## src/rtl/phy_link_consts.svh

```systemverilog
`ifndef PHY_LINK_CONSTS_SVH
`define PHY_LINK_CONSTS_SVH

// =====================================================================
// Register indexes; the byte address is four times the index.
`define REG_CTRL_IDX      5'd0
`define REG_STAT_IDX      5'd1
`define REG_ADV_IDX       5'd4
`define REG_LPA_IDX       5'd5
`define REG_EXP_IDX       5'd6
`define REG_MODE_IDX      5'd27

// =====================================================================
// Field positions.
`define CTRL_SPEED_BIT    13
`define CTRL_AN_EN_BIT    12
`define CTRL_RESTART_BIT  9
`define CTRL_DUPLEX_BIT   8
`define ABIL_LO_BIT       5
`define ABIL_HI_BIT       8
`define EXP_LP_AN_BIT     0
`define EXP_PD_FAULT_BIT  4
`define MODE_XOVER_BIT    15
`define LPA_100HD_BIT     7
`define LPA_10HD_BIT      5

// =====================================================================
// Reset values.
`define RST_AN_EN         1'b1
`define RST_SPEED         1'b1
`define RST_DUPLEX        1'b0
`define RST_ADV           4'hf
`define RST_XOVER         1'b1
`define ADV_SELECTOR      5'h01

// =====================================================================
// Timing: break-link wait in ms and the clock rate in MHz.
`define BREAK_LINK_MS     1200
`define CLK_MHZ           200

`endif

```

## src/rtl/phy_link_pkg.sv

```systemverilog
`default_nettype none

package phy_link_pkg;

	// ==================================================================
	// Link configuration states.
	typedef enum logic [1:0]
	{
		ST_FORCED = 2'b00,
		ST_BREAK  = 2'b01,
		ST_NEG    = 2'b10,
		ST_LINK   = 2'b11
	} link_state_e;

	// ==================================================================
	// Whole state of the block.
	typedef struct packed
	{
		link_state_e state;
		logic [27:0] timer;
		logic        an_en;
		logic        restart;
		logic        speed_sel;
		logic        duplex_sel;
		logic [3:0]  adv;
		logic [15:0] lp_ability;
		logic        lp_an_able;
		logic        pd_fault;
		logic        xover_en;
		logic        link_up;
		logic        speed_100;
		logic        full_duplex;
		logic        halt;
		logic        crs;
		logic        collision;
		logic        lost_carrier;
		logic        pair_swap;
		logic        pready;
		logic        pslverr;
		logic [31:0] prdata;
	} link_s;

endpackage : phy_link_pkg

`default_nettype wire

```

## src/rtl/phy_link_mode_control.sv

```systemverilog
`timescale 1ns/1ps
`default_nettype none
`include "phy_link_consts.svh"

module phy_link_mode_control #(
	parameter int unsigned ADDR_W      = 12,
	parameter int unsigned BREAK_CYCLES = `BREAK_LINK_MS * `CLK_MHZ * 1000
) (
	input  wire logic              pclk,
	input  wire logic              presetn,
	input  wire logic              psel,
	input  wire logic              penable,
	input  wire logic              pwrite,
	input  wire logic [ADDR_W-1:0] paddr,
	input  wire logic [31:0]       pwdata,
	output logic                   pready,
	output logic [31:0]            prdata,
	output logic                   pslverr,
	input  wire logic              flp_seen,
	input  wire logic              mlt3_seen,
	input  wire logic              nlp_seen,
	input  wire logic              pd_fault_in,
	input  wire logic              lcw_valid,
	input  wire logic [15:0]       lcw_data,
	input  wire logic              signal_lost,
	input  wire logic              tx_active,
	input  wire logic              rx_active,
	input  wire logic              partner_crossed,
	input  wire logic              crossover_enable_pin,
	input  wire logic              pair_swap_select_pin,
	output logic                   link_up,
	output logic                   speed_100,
	output logic                   full_duplex,
	output logic                   traffic_halt,
	output logic                   crs,
	output logic                   collision,
	output logic                   lost_carrier,
	output logic                   twisted_pair_swap
);

	// ==================================================================
	// Constants and state.
	localparam logic [27:0] BREAK_LAST = 28'(BREAK_CYCLES - 1);

	phy_link_pkg::link_s st_r;
	phy_link_pkg::link_s st_nxt;

	logic [4:0]  reg_idx;
	logic        addr_ok;
	logic        wr_en;
	logic        rd_en;
	logic [3:0]  common;
	logic        xover_auto;

	// ==================================================================
	// Bus decode: a transfer completes on the edge where pready is high.
	assign reg_idx = paddr[6:2];
	assign addr_ok = (paddr[1:0] == 2'h0) && ((paddr >> 7) == '0);
	assign wr_en   = psel && penable && st_r.pready && pwrite && !st_r.pslverr;
	assign rd_en   = psel && penable && st_r.pready && !pwrite && !st_r.pslverr;
	assign common  = st_r.adv & lcw_data[`ABIL_HI_BIT:`ABIL_LO_BIT];
	assign xover_auto = st_r.xover_en && crossover_enable_pin;

	// ==================================================================
	// Next-state logic for registers, link state and line signals.
	always_comb
	begin
		st_nxt = st_r;

		// Answer in the first access cycle with registered data.
		st_nxt.pready  = psel && !penable;
		st_nxt.pslverr = 1'b0;
		st_nxt.prdata  = 32'h0;
		if (psel && !penable)
		begin
			if (!addr_ok)
				st_nxt.pslverr = 1'b1;
			else if (!pwrite)
			begin
				unique case (reg_idx)
					`REG_CTRL_IDX:
					begin
						st_nxt.prdata[`CTRL_SPEED_BIT]   = st_r.speed_sel;
						st_nxt.prdata[`CTRL_AN_EN_BIT]   = st_r.an_en;
						st_nxt.prdata[`CTRL_RESTART_BIT] = st_r.restart;
						st_nxt.prdata[`CTRL_DUPLEX_BIT]  = st_r.duplex_sel;
					end
					`REG_STAT_IDX:
						st_nxt.prdata[6:0] = {st_r.pair_swap, st_r.state, st_r.halt,
							st_r.full_duplex, st_r.speed_100, st_r.link_up};
					`REG_ADV_IDX:
						st_nxt.prdata[8:0] = {st_r.adv, `ADV_SELECTOR};
					`REG_LPA_IDX:
						st_nxt.prdata[15:0] = st_r.lp_ability;
					`REG_EXP_IDX:
					begin
						st_nxt.prdata[`EXP_LP_AN_BIT]    = st_r.lp_an_able;
						st_nxt.prdata[`EXP_PD_FAULT_BIT] = st_r.pd_fault;
					end
					`REG_MODE_IDX:
						st_nxt.prdata[`MODE_XOVER_BIT] = st_r.xover_en;
					default:
						st_nxt.pslverr = 1'b1;
				endcase
			end
			else if (!(reg_idx inside {`REG_CTRL_IDX, `REG_STAT_IDX, `REG_ADV_IDX,
				`REG_LPA_IDX, `REG_EXP_IDX, `REG_MODE_IDX}))
				st_nxt.pslverr = 1'b1;
		end

		// Register writes; the advert write does not touch the link state.
		if (wr_en && reg_idx == `REG_CTRL_IDX)
		begin
			st_nxt.speed_sel  = pwdata[`CTRL_SPEED_BIT];
			st_nxt.an_en      = pwdata[`CTRL_AN_EN_BIT];
			st_nxt.duplex_sel = pwdata[`CTRL_DUPLEX_BIT];
			if (pwdata[`CTRL_RESTART_BIT])
				st_nxt.restart = 1'b1;
		end
		if (wr_en && reg_idx == `REG_ADV_IDX)
			st_nxt.adv = pwdata[`ABIL_HI_BIT:`ABIL_LO_BIT];
		if (wr_en && reg_idx == `REG_MODE_IDX)
			st_nxt.xover_en = pwdata[`MODE_XOVER_BIT];

		// The fault flag clears on read of register 6.
		if (rd_en && reg_idx == `REG_EXP_IDX)
			st_nxt.pd_fault = 1'b0;

		// Link state machine.
		st_nxt.halt = 1'b0;
		if (!st_r.an_en)
		begin
			// Forced mode uses the manual bits.
			st_nxt.state       = phy_link_pkg::ST_FORCED;
			st_nxt.restart     = 1'b0;
			st_nxt.link_up     = !signal_lost;
			st_nxt.speed_100   = st_r.speed_sel;
			st_nxt.full_duplex = st_r.duplex_sel;
		end
		else if (st_r.state == phy_link_pkg::ST_FORCED)
		begin
			st_nxt.state   = phy_link_pkg::ST_NEG;
			st_nxt.link_up = 1'b0;
		end
		else if (st_r.restart)
		begin
			// Accept the restart: drop the link and start the break wait.
			st_nxt.state   = phy_link_pkg::ST_BREAK;
			st_nxt.restart = wr_en && reg_idx == `REG_CTRL_IDX &&
				pwdata[`CTRL_RESTART_BIT];
			st_nxt.timer   = 28'h0;
			st_nxt.link_up = 1'b0;
			st_nxt.halt    = 1'b1;
		end
		else
		begin
			unique case (st_r.state)
				phy_link_pkg::ST_BREAK:
				begin
					st_nxt.halt  = 1'b1;
					st_nxt.timer = st_r.timer + 28'h1;
					if (st_r.timer == BREAK_LAST)
					begin
						st_nxt.state = phy_link_pkg::ST_NEG;
						st_nxt.halt  = 1'b0;
					end
				end
				phy_link_pkg::ST_NEG:
				begin
					if (pd_fault_in)
						st_nxt.pd_fault = 1'b1;
					if (lcw_valid)
					begin
						st_nxt.lp_ability = lcw_data;
						st_nxt.lp_an_able = 1'b1;
						if (common != 4'h0)
						begin
							// Resolution ignores the manual bits.
							st_nxt.state       = phy_link_pkg::ST_LINK;
							st_nxt.link_up     = 1'b1;
							st_nxt.speed_100   = common[3] || common[2];
							st_nxt.full_duplex = common[3] ||
								(!common[2] && common[1]);
						end
					end
					else if (!flp_seen && (mlt3_seen || nlp_seen))
					begin
						st_nxt.state       = phy_link_pkg::ST_LINK;
						st_nxt.link_up     = 1'b1;
						st_nxt.speed_100   = mlt3_seen;
						st_nxt.full_duplex = 1'b0;
						st_nxt.lp_an_able  = 1'b0;
						st_nxt.lp_ability  = 16'h0;
						st_nxt.lp_ability[`LPA_100HD_BIT] = mlt3_seen;
						st_nxt.lp_ability[`LPA_10HD_BIT]  = !mlt3_seen;
					end
				end
				phy_link_pkg::ST_LINK:
				begin
					if (signal_lost)
					begin
						st_nxt.state   = phy_link_pkg::ST_NEG;
						st_nxt.link_up = 1'b0;
					end
				end
				phy_link_pkg::ST_FORCED:
					st_nxt.state = phy_link_pkg::ST_NEG;
			endcase
		end

		// Carrier sense and collision per duplex mode.
		if (st_r.halt)
		begin
			st_nxt.crs       = 1'b0;
			st_nxt.collision = 1'b0;
		end
		else if (st_r.full_duplex)
		begin
			st_nxt.crs       = rx_active && !tx_active;
			st_nxt.collision = 1'b0;
		end
		else
		begin
			st_nxt.crs       = tx_active || rx_active;
			st_nxt.collision = tx_active && rx_active;
		end
		st_nxt.lost_carrier = tx_active && !st_r.crs && !st_r.full_duplex;

		// Pair assignment.
		st_nxt.pair_swap = xover_auto ? partner_crossed : pair_swap_select_pin;
	end

	// ==================================================================
	// State register.
	always_ff @(posedge pclk or negedge presetn)
	begin
		if (!presetn)
		begin
			st_r            <= '0;
			st_r.state      <= phy_link_pkg::ST_NEG;
			st_r.an_en      <= `RST_AN_EN;
			st_r.speed_sel  <= `RST_SPEED;
			st_r.duplex_sel <= `RST_DUPLEX;
			st_r.adv        <= `RST_ADV;
			st_r.xover_en   <= `RST_XOVER;
		end
		else
			st_r <= st_nxt;
	end

	// ==================================================================
	// Outputs straight from the state register.
	assign pready            = st_r.pready;
	assign prdata            = st_r.prdata;
	assign pslverr           = st_r.pslverr;
	assign link_up           = st_r.link_up;
	assign speed_100         = st_r.speed_100;
	assign full_duplex       = st_r.full_duplex;
	assign traffic_halt      = st_r.halt;
	assign crs               = st_r.crs;
	assign collision         = st_r.collision;
	assign lost_carrier      = st_r.lost_carrier;
	assign twisted_pair_swap = st_r.pair_swap;

	logic neg_ok;
	assign neg_ok = st_r.state == phy_link_pkg::ST_NEG && st_r.an_en && !st_r.restart;
endmodule : phy_link_mode_control

`default_nettype wire

```

## config.mk

```make
export PLATFORM = sky130hd
export DESIGN_NAME = phy_link_mode_control
export DESIGN_NICKNAME = d
export VERILOG_FILES = /design/src/rtl/phy_link_pkg.sv /design/src/rtl/phy_link_mode_control.sv
export VERILOG_INCLUDE_DIRS = /design/src /design/src/rtl
export SDC_FILE = /design/constraint.sdc
export NUM_CORES = 1
export LEC_CHECK = 0
export BUFFER_PORTS_ARGS = -buffer_cell sky130_fd_sc_hd__clkbuf_2
export CORE_ASPECT_RATIO = 1.2
export CORE_MARGIN = 8
export CORE_UTILIZATION = 45
export DETAILED_ROUTE_END_ITERATION = 10
export GPL_TIMING_DRIVEN = 1
export PLACE_DENSITY = 0.77
export SLEW_MARGIN = 20
export SYNTH_ARGS = -nofsm -noshare
export SYNTH_HDL_FRONTEND = slang
export SYNTH_SLANG_ARGS = --single-unit
export TNS_END_PERCENT = 10
```

## constraint.sdc

```tcl
create_clock -name pclk -period 1.92 [get_ports pclk]
set_input_delay 0.096 -clock pclk [delete_from_list [all_inputs] [get_ports pclk]]
set_output_delay 0.096 -clock pclk [all_outputs]
set_load 0.02 [all_outputs]
```

=== Word level (Yosys, flattened, before mapping) ===
Cells that the tools add are included.

* Add/sub/neg operators: 1
* Equal/unequal tests: 19
* Multiplexer cells: 60
* Bitwise operators: 3
* Reductions and logical operators: 48

{| class="wikitable"
|+ Operators with widths
! cell !! number
|-
| $mux 16 || 3
|-
| $mux 17 || 2
|-
| $mux 30 || 1
|-
| $add 28x1->28 const B || 1
|-
| $eq 28x28->1 const B || 1
|-
| $mux 28 || 1
|-
| $mux 1 || 24
|-
| $mux 2 || 12
|-
| $logic_and 1x1->1 || 20
|-
| $mux 3 || 6
|-
| $eq 5x3->1 const B || 3
|-
| $logic_not 12->1 || 1
|-
| $ne 6x6->1 const B || 2
|-
| $pmux 2 s3 || 2
|-
| $logic_not 1->1 || 10
|-
| $ne 5x5->1 const B || 2
|-
| $reduce_and 5->1 || 2
|-
| $pmux 1 s2 || 4
|-
| $reduce_and 4->1 || 2
|-
| $ne 3x2->1 const B || 2
|-
| $pmux 1 s3 || 2
|-
| $pmux 3 s2 || 1
|-
| $reduce_bool 6->1 || 1
|-
| $reduce_or 6->1 || 1
|-
| other kinds (17) || 25
|}

* Register bits: 83
* Logic and storage cells: 153

=== Longest topological paths before layout ===
* Depth in word-level cells: 11
* Gate-level depth with buffers: 7

=== Least setup slack after synthesis ===
Ideal clock, no wire load.

* Kind: reg-to-reg
* Start: register st_r[68] (netlist name)
* End: register st_r[89] (netlist name)
* Arrival: 1.661 ns
* Required time: 1.842 ns
* Path slack: 0.181 ns
* Cell stages (with the launch flop): 7
* Path buffers: 2
* Cells stage by stage: dfstp_2 > buf_2 > and3_1 > nand2_1 > buf_2 > or4_1 > a21oi_1

* Longest elaborated chain between the ends: 1

{| class="wikitable"
|+ RTL lines
! element !! line !! text
|-
| start, declared || phy_link_mode_control.sv:45 || <nowiki>phy_link_pkg::link_s st_r;</nowiki>
|-
| start signal, assigned || phy_link_mode_control.sv:248 || <nowiki>st_r <= st_nxt;</nowiki>
|-
| $reduce_and 3->1 (no line) || -- ||
|}

No other way between the ends.
A chain may end at the register's enable or synchronous reset.

==> run metrics <==
fin crit share around 93%; die area around 13,000 µm²; H-tree Lvls 3; Core Area approximately 9400 µm²; Routability Congestion between 0.8 and 0.9; Async SR Flop Fraction between 90% and 100%; cell count after synthesis roughly 420; R2R depth 4; slowest cell on the critical path dlygate4sd3_1; Worst Path Arrival slightly above 2 ns; Worst Tran Pin Value 0.587 ns; Post-synth EDFFs 0; Largest register FFs 57; Remaining Overflow, GRT 0; leading area contributor after synthesis dfrtp_1; Clock Latency Late Sink ~0.34 ns; status completed; ant diodes 0; synthesized area about 4300 µm²; Synth top cells by count 75 x dfrtp_1, 33 x nor2_1, 32 x buf_4; post-route cell area approximately 5200 µm²; nets@finish between 500 and 600; hold slack 0.00939 ns; Critical Path End Type flip-flop; Top Ports around 120; Worst EP required 2.19 ns; Tot GR Track Use 16.9%; Biggest register st_r; synth top area cells dfrtp_1 44%, buf_4 5.6%, dfstp_2 4.9%, mux2i_1 4.0%, mux2_2 3.2%; top-count cell post-synth dfrtp_1; Power, Total roughly 0.0038 W; Mapped Avg Cell Area around 10 µm²; CP cell instances dlygate4sd3_1 > clkbuf_2 > nor3b_1 > nand3_1 > nor4_1 > dlygate4sd3_1; drt wl/cell approximately 16 µm; Max clock buf depth 2; Leak 2.40 nW; Post-Route Skew roughly 0.0065 ns; Layout area overhead 21.7%; first-pass GRT wire length ~18,000 µm; final number of hold-violating endpoints 0; RSZ-0062 raised after global routing no; Rel. slew slack 60.9%; most used cell, CP dlygate4sd3_1; post-synth top area share between 40% and 50%; hpwl dp between 7000 and 8000 µm; CP max stage delay ~0.58 ns; via count between 3,000 and 4,000; drt drc 0; # setup viols final 0; Max Cap Viol 0; FF/Latch Area 2090 µm²; Final Max Slew Viols 0; FMAX around 0.56 GHz; Setup TNS 0 ns; Final Routed Wirelength roughly 10,000 µm; Root Buffer clkbuf_16; critical path class in2reg; Seq/Total Area, Yosys roughly 50%; startpoint types input pin; post-synthesis register bit count 83; die width between 100 and 150 µm; Synth warnings 0; area occupied by multi-input gates around 1900 µm²; Worst VDD drop around 0.42 mV; Synth Flop Type dfrtp_1; Site Rows 39; initial antenna violation count 0; initial core utilization 45.5%; remaining antenna violation count 0; Synth cell types 51; Fillers around 800; CTS Sinks 83; fin crit period about 1.8 ns; worst hold stages 3; initial DRC count roughly 150; port buffer count 77; CTS Buf Count 9; CTS clk-pin slew, worst paths roughly 0.060 ns; Detailed Routing Iterations Pass 1 5; Die Span Y approximately 120 µm; share of layout cells above drive strength 1 a little over a quarter; TritonCTS clock tree done; fin util between 50% and 60%; largest net degree at the start of global routing 39; pwr/cell area ~720 nW/µm²; Crit Path Max Fanout 4; Via density 5.42; Area after DPL ~4700 µm²; Hold Path Class in2reg; vias in the first global route between 3,000 and 4,000
## metal layers
layer  up-vias  GRT usage, %  wire [µm]
met5         -             0          0
met4         0          7.86        246
met3        18          4.80        638
met2       106          29.9       5420
met1      1697          18.5       4120
li1       1666             -          -
## final timing paths
kind,start,slack [ns],to
setup / recovery,penable,0.13,prdata[0]
hold / removal,rx_active,0.009,crs
setup reg to reg,st_r[68],0.14,speed_100
hold reg to reg,crs,0.43,lost_carrier
max in group asynchronous,presetn,1.08,st_r[61]
min in group asynchronous,presetn,0.17,prdata[1]
## metrics by stage
stage	setup slack, ns	instances
finish	0.133	643
global route	0.0259	643
CTS	0.128	643
detailed placement	0.137	605
global placement	0.174	605
floorplan	0.181	438
## repair_timing
action                                  in CTS  in global routing
setup buffers                                0                  0
resized for setup                            0                  1
endpoints found under the setup margin       0                  2
hold endpoints to repair                    71                  0
hold buffers                                22                  0
## critical path: cells and delay by family
family | cells | cell delay, ns
AND/OR/NAND/NOR | 3 | 0.71
buffers and inverters | 3 | 1.24
## cells in the final DEF (no fill, tap or decap), types with 4 or more instances in the layout
cell type	n
dlygate4sd3_1	22
a21oi_1	22
conb_1	16
nand4_1	13
o21a_1	4
mux2i_1	17
o31ai_1	9
nand2b_1	10
inv_1	8
nor3b_1	5
clkbuf_2	76
and4_1	4
nand2_1	30
nor4_1	11
dfrtp_1	75
and2_1	7
a22o_1	15
nor2b_1	5
dfstp_2	8
and3_1	5
mux2_2	12
nand3_1	12
or4_1	10
clkbuf_16	9
o21ai_0	13
xnor2_1	4
nor4b_1	4
a22oi_1	6
nor2_1	33
buf_4	18
## cell type report
| class | count | area share [%] |
|---|---|---|
| sequential | 83 | 40.0 |
| multi-input combinational | 296 | 36.4 |
| timing repair buffer | 117 | 14.5 |
| clock buffer | 11 | 4.46 |
| tap | 123 | 2.95 |
| clock inverter | 5 | 1.20 |
| inverter | 8 | 0.575 |
## power breakdown
part	internal [W]	switching, W	total, W
logic	0.000119	0.000163	0.000283
clock network	0.00101	0.000698	0.00171
registers	0.00177	0.0000153	0.00179
## kinds of logic after synthesis
family,Yosys count,share of synthesized area [%]
simple gates,165,21.8
flops,83,48.7
compound gates,78,12.2
buf+inv,59,8.43
mux,29,7.12
xor+xnor,7,1.43
fa+ha+maj,1,0.292
other cells,1,0.0875
Power figures use the tool's default switching activity.
